[src/spsm_pkg.sv]
// Overview of operation
// master drives master-out from shift MSB
// bytes travel most significant bit first
// slave-out floats disabled or unselected
// 3-wire slave always drives slave-out
// master makes clock, slave receives it
// unselected 4-wire slave ignores clock edges
// mode 00: 3-wire, slave always selected
// mode 01: select input, low selects
// mode 01 master: select fall disables
// mode 1x: select output equals low bit
// software uses mode 1x only as master
// select pin routed except in 3-wire
// 3-wire slave must be alone on bus
// master-enable set means master, else slave
// mode fault clears enables, sets flag
// every finished byte sets done flag
// slave counts 8 edges, stores byte
// full-duplex: bits in low, out high
// reset restores defaults, slave-out floats
package spsm_pkg;

  // ----------------------------------------------------------------
  // field layout and encodings
  // ----------------------------------------------------------------
  localparam int          BYTE_W     = 8;
  localparam int          CNT_W      = 4;
  localparam logic [1:0]  SEL_3WIRE  = 2'h0;
  localparam logic [1:0]  SEL_4W_IN  = 2'h1;
  localparam int          SEL_HI     = 1;
  localparam int          SEL_LO     = 0;
  localparam logic [CNT_W-1:0] LAST_BIT = 4'h7;

  typedef struct packed {
    logic [1:0] select_mode_field;
    logic       master_enable_bit;
    logic       port_enable_bit;
  } spsm_ctrl_s;

  // multi-master select mode, port off, slave role after reset
  localparam spsm_ctrl_s CTRL_RST = '{
    select_mode_field: SEL_4W_IN,
    master_enable_bit: 1'b0,
    port_enable_bit:   1'b0
  };

  typedef struct packed {
    logic transfer_done_flag;
    logic mode_fault_flag;
    logic rx_overrun_flag;
    logic busy;
  } spsm_stat_s;

  typedef enum logic {
    SPSM_IDLE,
    SPSM_RUN
  } spsm_state_e;

  // ----------------------------------------------------------------
  // timing
  // ----------------------------------------------------------------
  localparam int CLK_NS      = 20;
  localparam int SCK_HALF_NS = 80;
  localparam int SCK_HALF_CYC = (SCK_HALF_NS + CLK_NS - 1) / CLK_NS;
  localparam int DIV_W       = 4;
  localparam logic [DIV_W-1:0] DIV_RELOAD = DIV_W'(SCK_HALF_CYC - 1);
  localparam logic [DIV_W-1:0] DIV_ZERO   = 4'h0;

endpackage : spsm_pkg

[src/spsm_top.sv]
module spsm_top (
  input  wire logic                        mclk,
  input  wire logic                        srst,
  input  wire logic                        ctrl_wr,
  input  wire spsm_pkg::spsm_ctrl_s        ctrl_wdata,
  output spsm_pkg::spsm_ctrl_s             ctrl_q,
  output spsm_pkg::spsm_stat_s             stat_q,
  input  wire logic                        done_clr,
  input  wire logic                        fault_clr,
  input  wire logic                        ovr_clr,
  input  wire logic                        tx_valid,
  output logic                             tx_ready,
  input  wire logic [spsm_pkg::BYTE_W-1:0] tx_data,
  output logic                             rx_valid,
  input  wire logic                        rx_ready,
  output logic [spsm_pkg::BYTE_W-1:0]      rx_data,
  input  wire logic                        sck_in,
  output logic                             sck_out,
  output logic                             sck_oe,
  input  wire logic                        mosi_in,
  output logic                             mosi_out,
  output logic                             mosi_oe,
  input  wire logic                        miso_in,
  output logic                             miso_out,
  output logic                             miso_oe,
  input  wire logic                        nss_in,
  output logic                             nss_out,
  output logic                             nss_oe,
  output logic                             nss_pin_routed
);
  import spsm_pkg::*;

  function automatic logic fell(input logic prev, input logic cur);
    fell = prev & ~cur;
  endfunction : fell

  function automatic logic rose(input logic prev, input logic cur);
    rose = ~prev & cur;
  endfunction : rose

  // ----------------------------------------------------------------
  // pin synchronisers; third stage only feeds edge detection
  // ----------------------------------------------------------------
  logic sck_s1, sck_s2, sck_s3;
  logic nss_s1, nss_s2, nss_s3;
  logic mosi_s1, mosi_s2;
  logic miso_s1, miso_s2;

  always_ff @(posedge mclk) begin
    if (srst) begin
      sck_s1  <= 1'b0;
      sck_s2  <= 1'b0;
      sck_s3  <= 1'b0;
      nss_s1  <= 1'b1;
      nss_s2  <= 1'b1;
      nss_s3  <= 1'b1;
      mosi_s1 <= 1'b0;
      mosi_s2 <= 1'b0;
      miso_s1 <= 1'b0;
      miso_s2 <= 1'b0;
    end else begin
      sck_s1  <= sck_in;
      sck_s2  <= sck_s1;
      sck_s3  <= sck_s2;
      nss_s1  <= nss_in;
      nss_s2  <= nss_s1;
      nss_s3  <= nss_s2;
      mosi_s1 <= mosi_in;
      mosi_s2 <= mosi_s1;
      miso_s1 <= miso_in;
      miso_s2 <= miso_s1;
    end
  end

  // ----------------------------------------------------------------
  // state
  // ----------------------------------------------------------------
  spsm_ctrl_s        ctrl_reg,  ctrl_next;
  logic              done_reg,  done_next;
  logic              fault_reg, fault_next;
  logic              ovr_reg,   ovr_next;
  logic [BYTE_W-1:0] sr_reg,    sr_next;
  logic              srf_reg,   srf_next;
  logic [CNT_W-1:0]  cnt_reg,   cnt_next;
  logic              pend_reg,  pend_next;
  logic              bit_reg,   bit_next;
  logic [BYTE_W-1:0] hold_reg,  hold_next;
  logic              holdf_reg, holdf_next;
  spsm_state_e       state_reg, state_next;
  logic [DIV_W-1:0]  div_reg,   div_next;
  logic              sck_reg,   sck_next;
  logic              push_reg,  push_next;
  logic [BYTE_W-1:0] pdat_reg,  pdat_next;

  logic en, mst, sel, fault, rise_ev, fall_ev, in_bit, buf_ready;

  always_comb begin
    ctrl_next  = ctrl_reg;
    done_next  = done_reg & ~done_clr;
    fault_next = fault_reg & ~fault_clr;
    ovr_next   = ovr_reg & ~ovr_clr;
    sr_next    = sr_reg;
    srf_next   = srf_reg;
    cnt_next   = cnt_reg;
    pend_next  = pend_reg;
    bit_next   = bit_reg;
    hold_next  = hold_reg;
    holdf_next = holdf_reg;
    state_next = state_reg;
    div_next   = div_reg;
    sck_next   = sck_reg;
    push_next  = 1'b0;
    pdat_next  = pdat_reg;
    rise_ev    = 1'b0;
    fall_ev    = 1'b0;

    en  = ctrl_reg.port_enable_bit;
    mst = en & ctrl_reg.master_enable_bit;
    // 1x as slave is a misuse; treated as never selected
    sel = (ctrl_reg.select_mode_field == SEL_3WIRE) |
          ((ctrl_reg.select_mode_field == SEL_4W_IN) & ~nss_s2);
    fault = mst & (ctrl_reg.select_mode_field == SEL_4W_IN) &
            fell(nss_s3, nss_s2);
    in_bit = mst ? miso_s2 : mosi_s2;

    if (ctrl_wr) begin
      ctrl_next = ctrl_wdata;
    end

    // transmit holding register, one deep
    if (tx_valid && !holdf_reg) begin
      hold_next  = tx_data;
      holdf_next = 1'b1;
    end
    if (holdf_reg && !srf_reg && cnt_reg == 4'h0 && !pend_reg &&
        state_reg == SPSM_IDLE) begin
      sr_next    = hold_reg;
      srf_next   = 1'b1;
      holdf_next = 1'b0;
    end

    // edge source: own divider as master, synced pin as slave
    if (mst) begin
      if (state_reg == SPSM_IDLE) begin
        // stall start while the receive side has no room
        if (srf_reg && buf_ready) begin
          state_next = SPSM_RUN;
          div_next   = DIV_RELOAD;
        end
      end else if (div_reg == DIV_ZERO) begin
        div_next = DIV_RELOAD;
        sck_next = ~sck_reg;
        rise_ev  = ~sck_reg;
        fall_ev  = sck_reg;
      end else begin
        div_next = div_reg - 4'h1;
      end
    end else if (en && sel) begin
      rise_ev = rose(sck_s3, sck_s2);
      fall_ev = fell(sck_s3, sck_s2);
    end

    if (rise_ev) begin
      bit_next = in_bit;
      if (cnt_reg == LAST_BIT) begin
        pdat_next = {sr_reg[BYTE_W-2:0], in_bit};
        if (buf_ready) begin
          push_next = 1'b1;
        end else begin
          ovr_next = 1'b1;
        end
        done_next = 1'b1;
        cnt_next  = 4'h0;
        pend_next = 1'b0;
        srf_next  = 1'b0;
      end else begin
        cnt_next  = cnt_reg + 4'h1;
        pend_next = 1'b1;
      end
    end
    if (fall_ev) begin
      if (pend_reg) begin
        sr_next   = {sr_reg[BYTE_W-2:0], bit_reg};
        pend_next = 1'b0;
      end else if (cnt_reg == 4'h0) begin
        state_next = SPSM_IDLE;
      end
    end

    // 4-wire slave: select fall restarts the byte
    if (!mst && ctrl_reg.select_mode_field == SEL_4W_IN &&
        fell(nss_s3, nss_s2)) begin
      cnt_next  = 4'h0;
      pend_next = 1'b0;
    end

    // disabling is the only way to resync a 3-wire slave
    if (!en || (ctrl_reg.master_enable_bit && !mst)) begin
      cnt_next   = 4'h0;
      pend_next  = 1'b0;
      state_next = SPSM_IDLE;
      sck_next   = 1'b0;
    end

    // hardware fault beats a software write in the same cycle
    if (fault) begin
      ctrl_next.master_enable_bit = 1'b0;
      ctrl_next.port_enable_bit   = 1'b0;
      fault_next = 1'b1;
      state_next = SPSM_IDLE;
      sck_next   = 1'b0;
      cnt_next   = 4'h0;
      pend_next  = 1'b0;
    end
  end

  always_ff @(posedge mclk) begin
    if (srst) begin
      ctrl_reg  <= CTRL_RST;
      done_reg  <= 1'b0;
      fault_reg <= 1'b0;
      ovr_reg   <= 1'b0;
      sr_reg    <= 8'h00;
      srf_reg   <= 1'b0;
      cnt_reg   <= 4'h0;
      pend_reg  <= 1'b0;
      bit_reg   <= 1'b0;
      hold_reg  <= 8'h00;
      holdf_reg <= 1'b0;
      state_reg <= SPSM_IDLE;
      div_reg   <= DIV_ZERO;
      sck_reg   <= 1'b0;
      push_reg  <= 1'b0;
      pdat_reg  <= 8'h00;
    end else begin
      ctrl_reg  <= ctrl_next;
      done_reg  <= done_next;
      fault_reg <= fault_next;
      ovr_reg   <= ovr_next;
      sr_reg    <= sr_next;
      srf_reg   <= srf_next;
      cnt_reg   <= cnt_next;
      pend_reg  <= pend_next;
      bit_reg   <= bit_next;
      hold_reg  <= hold_next;
      holdf_reg <= holdf_next;
      state_reg <= state_next;
      div_reg   <= div_next;
      sck_reg   <= sck_next;
      push_reg  <= push_next;
      pdat_reg  <= pdat_next;
    end
  end

  // ----------------------------------------------------------------
  // receive buffer: slave cannot stall, so a full buffer drops
  // ----------------------------------------------------------------
  spsm_buf2 u_rxbuf (
    .mclk      (mclk),
    .srst      (srst),
    .in_valid  (push_reg),
    .in_ready  (buf_ready),
    .in_data   (pdat_reg),
    .out_valid (rx_valid),
    .out_ready (rx_ready),
    .out_data  (rx_data)
  );

  // ----------------------------------------------------------------
  // outputs and pin drive
  // ----------------------------------------------------------------
  assign tx_ready = ~holdf_reg;
  assign ctrl_q   = ctrl_reg;
  assign stat_q   = '{
    transfer_done_flag: done_reg,
    mode_fault_flag:    fault_reg,
    rx_overrun_flag:    ovr_reg,
    busy:               (state_reg == SPSM_RUN) | pend_reg |
                        (cnt_reg != 4'h0)
  };

  assign sck_out  = sck_reg;
  assign sck_oe   = mst;
  assign mosi_out = sr_reg[BYTE_W-1];
  assign mosi_oe  = mst;
  assign miso_out = sr_reg[BYTE_W-1];
  assign miso_oe  = en & ~ctrl_reg.master_enable_bit & sel;
  assign nss_out  = ctrl_reg.select_mode_field[SEL_LO];
  assign nss_oe   = ctrl_reg.select_mode_field[SEL_HI];
  assign nss_pin_routed = (ctrl_reg.select_mode_field != SEL_3WIRE);

endmodule : spsm_top

[src/spsm_buf2.sv]
module spsm_buf2 (
  input  wire logic                      mclk,
  input  wire logic                      srst,
  input  wire logic                      in_valid,
  output logic                           in_ready,
  input  wire logic [spsm_pkg::BYTE_W-1:0] in_data,
  output logic                           out_valid,
  input  wire logic                      out_ready,
  output logic [spsm_pkg::BYTE_W-1:0]    out_data
);
  import spsm_pkg::*;

  // ----------------------------------------------------------------
  // two entries: head feeds the output straight from a flop
  // ----------------------------------------------------------------
  logic [BYTE_W-1:0] head_reg, head_next;
  logic [BYTE_W-1:0] tail_reg, tail_next;
  logic [1:0]        cnt_reg,  cnt_next;
  logic              push;
  logic              pop;

  assign in_ready  = (cnt_reg != 2'h2);
  assign out_valid = (cnt_reg != 2'h0);
  assign out_data  = head_reg;
  assign push      = in_valid & in_ready;
  assign pop       = out_valid & out_ready;

  always_comb begin
    head_next = head_reg;
    tail_next = tail_reg;
    cnt_next  = cnt_reg;
    case (cnt_reg)
      2'h0: begin
        if (push) begin
          head_next = in_data;
          cnt_next  = 2'h1;
        end
      end
      2'h1: begin
        if (push && pop) begin
          head_next = in_data;
        end else if (push) begin
          tail_next = in_data;
          cnt_next  = 2'h2;
        end else if (pop) begin
          cnt_next  = 2'h0;
        end
      end
      default: begin
        if (pop) begin
          head_next = tail_reg;
          cnt_next  = 2'h1;
        end
      end
    endcase
  end

  always_ff @(posedge mclk) begin
    if (srst) begin
      head_reg <= 8'h00;
      tail_reg <= 8'h00;
      cnt_reg  <= 2'h0;
    end else begin
      head_reg <= head_next;
      tail_reg <= tail_next;
      cnt_reg  <= cnt_next;
    end
  end

endmodule : spsm_buf2

[config.mk]
export PLATFORM = sky130hd
export DESIGN_NAME = spsm_top
export DESIGN_NICKNAME = d
export VERILOG_FILES = /design/src/spsm_pkg.sv /design/src/spsm_top.sv /design/src/spsm_buf2.sv
export SDC_FILE = /design/constraint.sdc
export NUM_CORES = 1
export LEC_CHECK = 0
export ABC_AREA = 1
export BUFFER_PORTS_ARGS = -buffer_cell sky130_fd_sc_hd__buf_2
export CORE_MARGIN = 2
export CORE_UTILIZATION = 40
export DETAILED_ROUTE_END_ITERATION = 7
export HOLD_SLACK_MARGIN = 0.12
export PLACE_DENSITY_LB_ADDON = 0.15
export SYNTH_ARGS = -nofsm -noshare
export SYNTH_HDL_FRONTEND = slang
export SYNTH_SLANG_ARGS = --single-unit
[constraint.sdc]
create_clock -name mclk -period 1.3 [get_ports mclk]
set_input_delay 0.26 -clock mclk [delete_from_list [all_inputs] [get_ports mclk]]
set_output_delay 0.26 -clock mclk [all_outputs]
set_load 0.01 [all_outputs]
==> qor.yml, run 1 <==
mostFrequentLayoutCell: "nor2_1"
reg2reg_to: "sr_reg[5]$_SDFF_PP0_"
fin_nets: 548
cap_viol_max_count: 0
synth.top_cells.by_area: "dfxtp_1, nor2_1, nand2_1, inv_1, o21ai_0"
viasPerCell: 4.69
core_sq_um: 7730
ios: 51
clockRootBuffer: "clkbuf_8"
violations: "setup timing"
end_kind: "output pin"
dieHeight_um: 93.4
htree_levels: 3
cp_slowest_cell: "dfxtp_2"
setup_violations: 32
overflow: 0
finalHoldViolCount: 0
synth_area_sq_um: 3190
grt_pass1_wl_mm: 12.3
slew_violations: 0
synthArstFlopShare: 0
worst_pin_slew_ns: 0.262
reg2reg_depth: 10
routedWlPerCell_um: 11.8
final_cell_mix: "nor2_1, dfxtp_1, nand2_1"
relSlewSlack: 0.825
cts_max_path_buffers: 2
synthFlopType: "dfxtp_1"
totalWireLength_mm: 7.37
synth.avg_cell_area_sq_um: 7.61
min_to: "ctrl_q[1]$_SDFFE_PP0P_"
hold_path_depth: 3
syn_nets: 448
status: "finished, violations left"
cp-start-kind: "register"
antenna_found_initial: 0
layout_setup_ws_ns: -0.186
p_leak_nw: 1.96
min_from: "ctrl_wdata[1]"
synth_warnings: 0
r2r_start: "cnt_reg[0]$_SDFFE_PP0N_"
stdcell_area_sq_um: 4530
power_density_nw_per_um2: 1020
synth_edf_count: 0
drive_gt1_frac: 0.398
detail_route.drc_violations: 0
post-route-util: 0.586
diodes: 0
yosysTopAreaCell: "dfxtp_1"
synth_top_area_share: 0.464
clkTransAtPathRegs_ns: 0.09
clkLatencyLatePin_ns: 0.35
gp_congestion: 0.808
grt_max_degree: 25
ys_ff_latch: 74
start_util: 0.413
yosysSeqAreaShare: 0.464
crit_chain: "inv_2, ha_4, and3_4, nand2_2, buf_6"
fin_skew_ns: 0.0163
critPathMaxFanout: 2
n_fill_cell: 714
row_count: 32
dr.first_iter.drc_count: 62
firstDrtPassIters: 4
rrSetupSlack_ns: -0.10
hold_path.class: "in2reg"
die_w_um: 93.4
grt_pass1_vias: 2680
fin_crit_ns: 1.49
numCtsBuffers: 9
gr-usage-all-layers: 0.176
crit_path_max_incr_delay_ns: 0.34
netlist_instances: 420
grt_setup_unrepaired: "yes"
timing.fmax_ghz: 0.673
ant_nets: 0
crit_type: "reg2out"
die-area_sq_um: 8720
dp_hpwl_mm: 4.96
place_area_sq_um: 3780
syn_to_final_growth_pct: 41.7
cts_tree: "done"
port_buffers: 50
worstPathArrival_ns: 1.23
vias: 2942
finalCritPeriodShare: 1.14
ir_drop_mv: 0.457
cts_sinks: 74
cp.required_ns: 1.04
synth.distinct_cells: 36
==> report_power, final <==
part | leakage, nW | internal (mW) | switching [mW]
clock | 0.0988 | 0.920 | 0.930
combinational | 1.26 | 0.182 | 0.230
sequential | 0.605 | 2.32 | 0.0300
total | 1.96 | 3.43 | 1.19
==> synthesized netlist by cell type, types with 2 or more instances <==
| library cell | count |
|---|---|
| nor2_1 | 80 |
| nand3b_1 | 2 |
| clkbuf_1 | 5 |
| inv_1 | 41 |
| xor2_1 | 4 |
| nand4_1 | 9 |
| a21oi_2 | 2 |
| nand3_4 | 2 |
| buf_4 | 8 |
| buf_2 | 3 |
| dfxtp_1 | 74 |
| o21ai_1 | 2 |
| buf_1 | 3 |
| a31oi_1 | 10 |
| nor3_1 | 4 |
| nand2_4 | 4 |
| nand3_1 | 20 |
| a21oi_1 | 13 |
| o21ai_0 | 28 |
| nor2_4 | 3 |
| or2_2 | 2 |
| nand2_1 | 77 |
| ha_1 | 4 |
| o21ai_2 | 8 |
==> area by class of cell <==
type                       count  area (sq um)  share of cell area
tap                          102           128              0.0282
clock inverter                 7          82.6              0.0182
multi-input combinational    290          1790               0.396
clock buffer                   9           124              0.0274
timing repair buffer         102           728               0.161
inverter                      43           175              0.0387
sequential                    74          1500               0.331
==> metrics by stage <==
| step | instances | hold slack, ns | worst slack (ns) | setup TNS (ns) | total power, mW |
|---|---|---|---|---|---|
| floorplan | 420 | 0.337 | 0.00225 | 0 | 2.62 |
| global placement | 587 | 0.390 | -0.0474 | -0.604 | 2.75 |
| detailed placement | 587 | 0.399 | -0.0694 | -0.931 | 2.76 |
| CTS | 624 | 0.130 | -0.208 | -2.20 | 4.66 |
| global route | 627 | 0.148 | -0.243 | -4.64 | 4.83 |
| finish | 627 | 0.145 | -0.186 | -2.16 | 4.62 |
==> worst max path at each step <==
stage,cells past startpoint,to,start
detailed placement,8,ovr_reg$_SDFF_PP0_,div_reg[0]$_SDFFE_PP0P_
floorplan,8,ovr_reg$_SDFF_PP0_,div_reg[0]$_SDFFE_PP0P_
finish,5,stat_q[0],cnt_reg[0]$_SDFFE_PP0N_
global route,5,stat_q[0],cnt_reg[0]$_SDFFE_PP0N_
CTS,5,stat_q[0],cnt_reg[0]$_SDFFE_PP0N_
global placement,8,ovr_reg$_SDFF_PP0_,div_reg[0]$_SDFFE_PP0P_
==> worst max-delay path: cells and delay by family, from the launching register on <==
family	cells	cell delay (ns)
buffers and inverters	2	0.19
AND/OR/NAND/NOR	2	0.24
flip-flops	1	0.34
adder cells (fa/ha/maj)	1	0.12
==> cells by family after synthesis <==
logic type / after synthesis / synth area share
buf+inv: 62 / 0.0842
flops: 74 / 0.464
fa+ha+maj: 4 / 0.0157
xor+xnor: 4 / 0.0110
simple gates: 209 / 0.302
compound gates: 67 / 0.124
==> layer usage <==
metal / vias to the layer above / part of all wire / global-route usage / wire length [um]
li1: 1569 / - / - / -
met4: 0 / 0.012 / 0.0637 / 87
met1: 1320 / 0.50 / 0.241 / 3660
met3: 8 / 0.032 / 0.0330 / 233
met5: - / 0 / 0 / 0
met2: 45 / 0.46 / 0.278 / 3390
==> repair_timing <==
| action | 4_1_cts | 5_1_grt |
|---|---|---|
| setup buffers | 8 | 3 |
| endpoints found under the setup margin | 31 | 46 |
| endpoints found under the hold margin | 7 | 0 |
| gates resized for setup | 58 | 30 |
| cloned | 6 | 0 |
| hold buffers | 7 | 0 |
| pin swaps | 19 | 17 |
No activity file was read; power rests on OpenSTA's default activity.
==> run 2: changes to the inputs <==
- SKIP_CTS_REPAIR_TIMING: not set -> 1
==> run 2 against run 1 <==
  * The flow still finishes with violations (setup timing)
  * Final area is essentially flat
  * Hold slack lost 0.034 ns
  * Cell count grew 0.80%
  * Count of clock-buffer cells in the layout is the same
  * First-iteration DRC count shrank 4.8%
  * Die area is the same
  * Sequential share of layout area grew 0.074 points
  * Total power shrank 0.12%
  * Largest cell class unchanged
  * Largest power group unchanged
==> qor.yml, run 2 (synthesized netlist as in run 1, its figures left out) <==
global_route.usage.met1: 0.227  # was 0.241
stdcell_area_sq_um: 4520  # was 4530 sq um
gp_congestion: 0.808  # unchanged
mostFrequentLayoutCell: "nor2_1"  # unchanged
layout_setup_ws_ns: -0.221  # was -0.186 ns
ios: 51  # unchanged
cp.required_ns: 1.04  # about the same
busiest_layer: "met2"  # unchanged
end_kind: "output pin"  # unchanged
drive_gt1_frac: 0.398  # about the same
relSlewSlack: 0.814  # was 0.825
critPathMaxFanout: 4  # was 2
violations: "setup timing"  # unchanged
detail_route.drc_violations: 0  # unchanged
ant_nets: 0  # unchanged
vias: 2936  # was 2942
routedWlPerCell_um: 11.8  # about the same
die_w_um: 93.4  # unchanged
final_cell_mix: "nor2_1, dfxtp_1, nand2_1"  # unchanged
grtUsageMet2: 0.242  # was 0.278
status: "finished, violations left"  # unchanged
clkTransAtPathRegs_ns: 0.08  # was 0.09 ns
syn_to_final_growth_pct: 41.6  # was 41.7%
fin_crit_ns: 1.52  # was 1.49 ns
grt_setup_unrepaired: "yes"  # unchanged
diodes: 0  # unchanged
fin_nets: 553  # was 548
finalNonFillerCells: 632  # was 627
timing.fmax_ghz: 0.657  # was 0.673 GHz
port_buffers: 50  # unchanged
ir_drop_mv: 0.476  # was 0.457 mV
die-area_sq_um: 8720  # unchanged
grt_pass1_wl_mm: 11.3  # was 12.3 mm
clkLatencyLatePin_ns: 0.35  # about the same
dr.first_iter.drc_count: 59  # was 62
firstDrtPassIters: 4  # unchanged
power_density_nw_per_um2: 1020  # about the same
dp_hpwl_mm: 4.96  # unchanged
worstPathArrival_ns: 1.26  # was 1.23 ns
core_sq_um: 7730  # unchanged
finalHoldViolCount: 0  # unchanged
start_util: 0.413  # unchanged
dieHeight_um: 93.4  # unchanged
slew_violations: 0  # unchanged
worst_pin_slew_ns: 0.279  # was 0.262 ns
viasPerCell: 4.65  # was 4.69
finalCritPeriodShare: 1.17  # was 1.14
use_met3: 0.0330  # unchanged
p_leak_nw: 1.96  # about the same
setup_violations: 34  # was 32
row_count: 32  # unchanged
grt_pass1_vias: 2500  # was 2680
cap_viol_max_count: 0  # unchanged
cts_sinks: 74  # unchanged
clockRootBuffer: "clkbuf_8"  # unchanged
gr-usage-all-layers: 0.161  # was 0.176
place_area_sq_um: 3780  # unchanged
htree_levels: 3  # unchanged
numCtsBuffers: 9  # unchanged
place_inst: 587  # unchanged
hold_path.class: "in2reg"  # unchanged
fin_skew_ns: 0.0139  # was 0.0163 ns
cts_tree: "done"  # unchanged
grt_max_degree: 25  # unchanged
totalWireLength_mm: 7.44  # was 7.37 mm
antenna_found_initial: 0  # unchanged
overflow: 0  # unchanged
cts_max_path_buffers: 2  # unchanged
crit_type: "reg2out"  # unchanged
cp-start-kind: "register"  # unchanged
[run 2: changes by cell type in the layout (fill, tap and decap cells not counted), sizes merged]
| cell | delta |
|---|---|
| clkinv | +1 |
| clkinvlp | +1 |
| buf | +10 |
| dlygate4sd3 | -3 |
| nand2 | -2 |
| inv | -2 |
[run 2: per-layer routing]
metal / vias up / routed length, um
li1: 1567 / -
met3: 12 / 301
met2: 56 / 3370
met1: 1301 / 3630
met4: 0 / 142
met5: - / 0
[run 2: where the power goes]
| part | switching (mW) | internal [mW] |
|---|---|---|
| Combinational | 0.227 | 0.179 |
| Clock | 0.932 | 0.919 |
| Sequential | 0.0301 | 2.32 |
| Total | 1.19 | 3.42 |
[run 2: final cells by class]
| class | instances | area, sq um |
|---|---|---|
| Clock buffer | 9 | 124 |
| Clock inverter | 7 | 82.6 |
| Fill cell | 739 | 3200 |
| Inverter | 43 | 174 |
| Multi-Input combinational cell | 288 | 1740 |
| Sequential cell | 74 | 1500 |
| Tap cell | 102 | 128 |
| Timing Repair Buffer | 109 | 781 |
[run 2: worst max-delay path, cell delays in order (launching register included)]
cell and delay [ns]:
dfxtp_4 0.37, inv_4 0.06, ha_4 0.13, and3_4 0.19, nand2_2 0.05, buf_6 0.12
[run 2: stage by stage]
| step | power (mW) | util | setup WS (ns) | hold slack [ns] | TNS (ns) |
|---|---|---|---|---|---|
| after global routing | 4.83 | 0.585 | -0.284 | 0.118 | -5.13 |
| after floorplan | 2.62 | - | 0.00225 | 0.337 | 0 |
| after detailed placement | 2.76 | 0.489 | -0.0694 | 0.399 | -0.931 |
| final | 4.61 | 0.585 | -0.221 | 0.111 | -2.72 |
| after CTS | 4.61 | 0.516 | -0.287 | 0.0759 | -2.51 |
| after global placement | 2.75 | 0.489 | -0.0474 | 0.390 | -0.604 |
[run 2: final timing paths]
check                     startpoint                   end  slack (ns)  cells after the start
min                          miso_in    miso_s1$_SDFF_PP0_        0.11                      3
min reg2reg        sck_s1$_SDFF_PP0_     sck_s2$_SDFF_PP0_        0.41                      2
max reg2reg          en$_SDFFE_PP0P_  state_reg$_SDFF_PP0_       -0.14                      8
max          cnt_reg[0]$_SDFFE_PP0N_             stat_q[0]       -0.22                      5
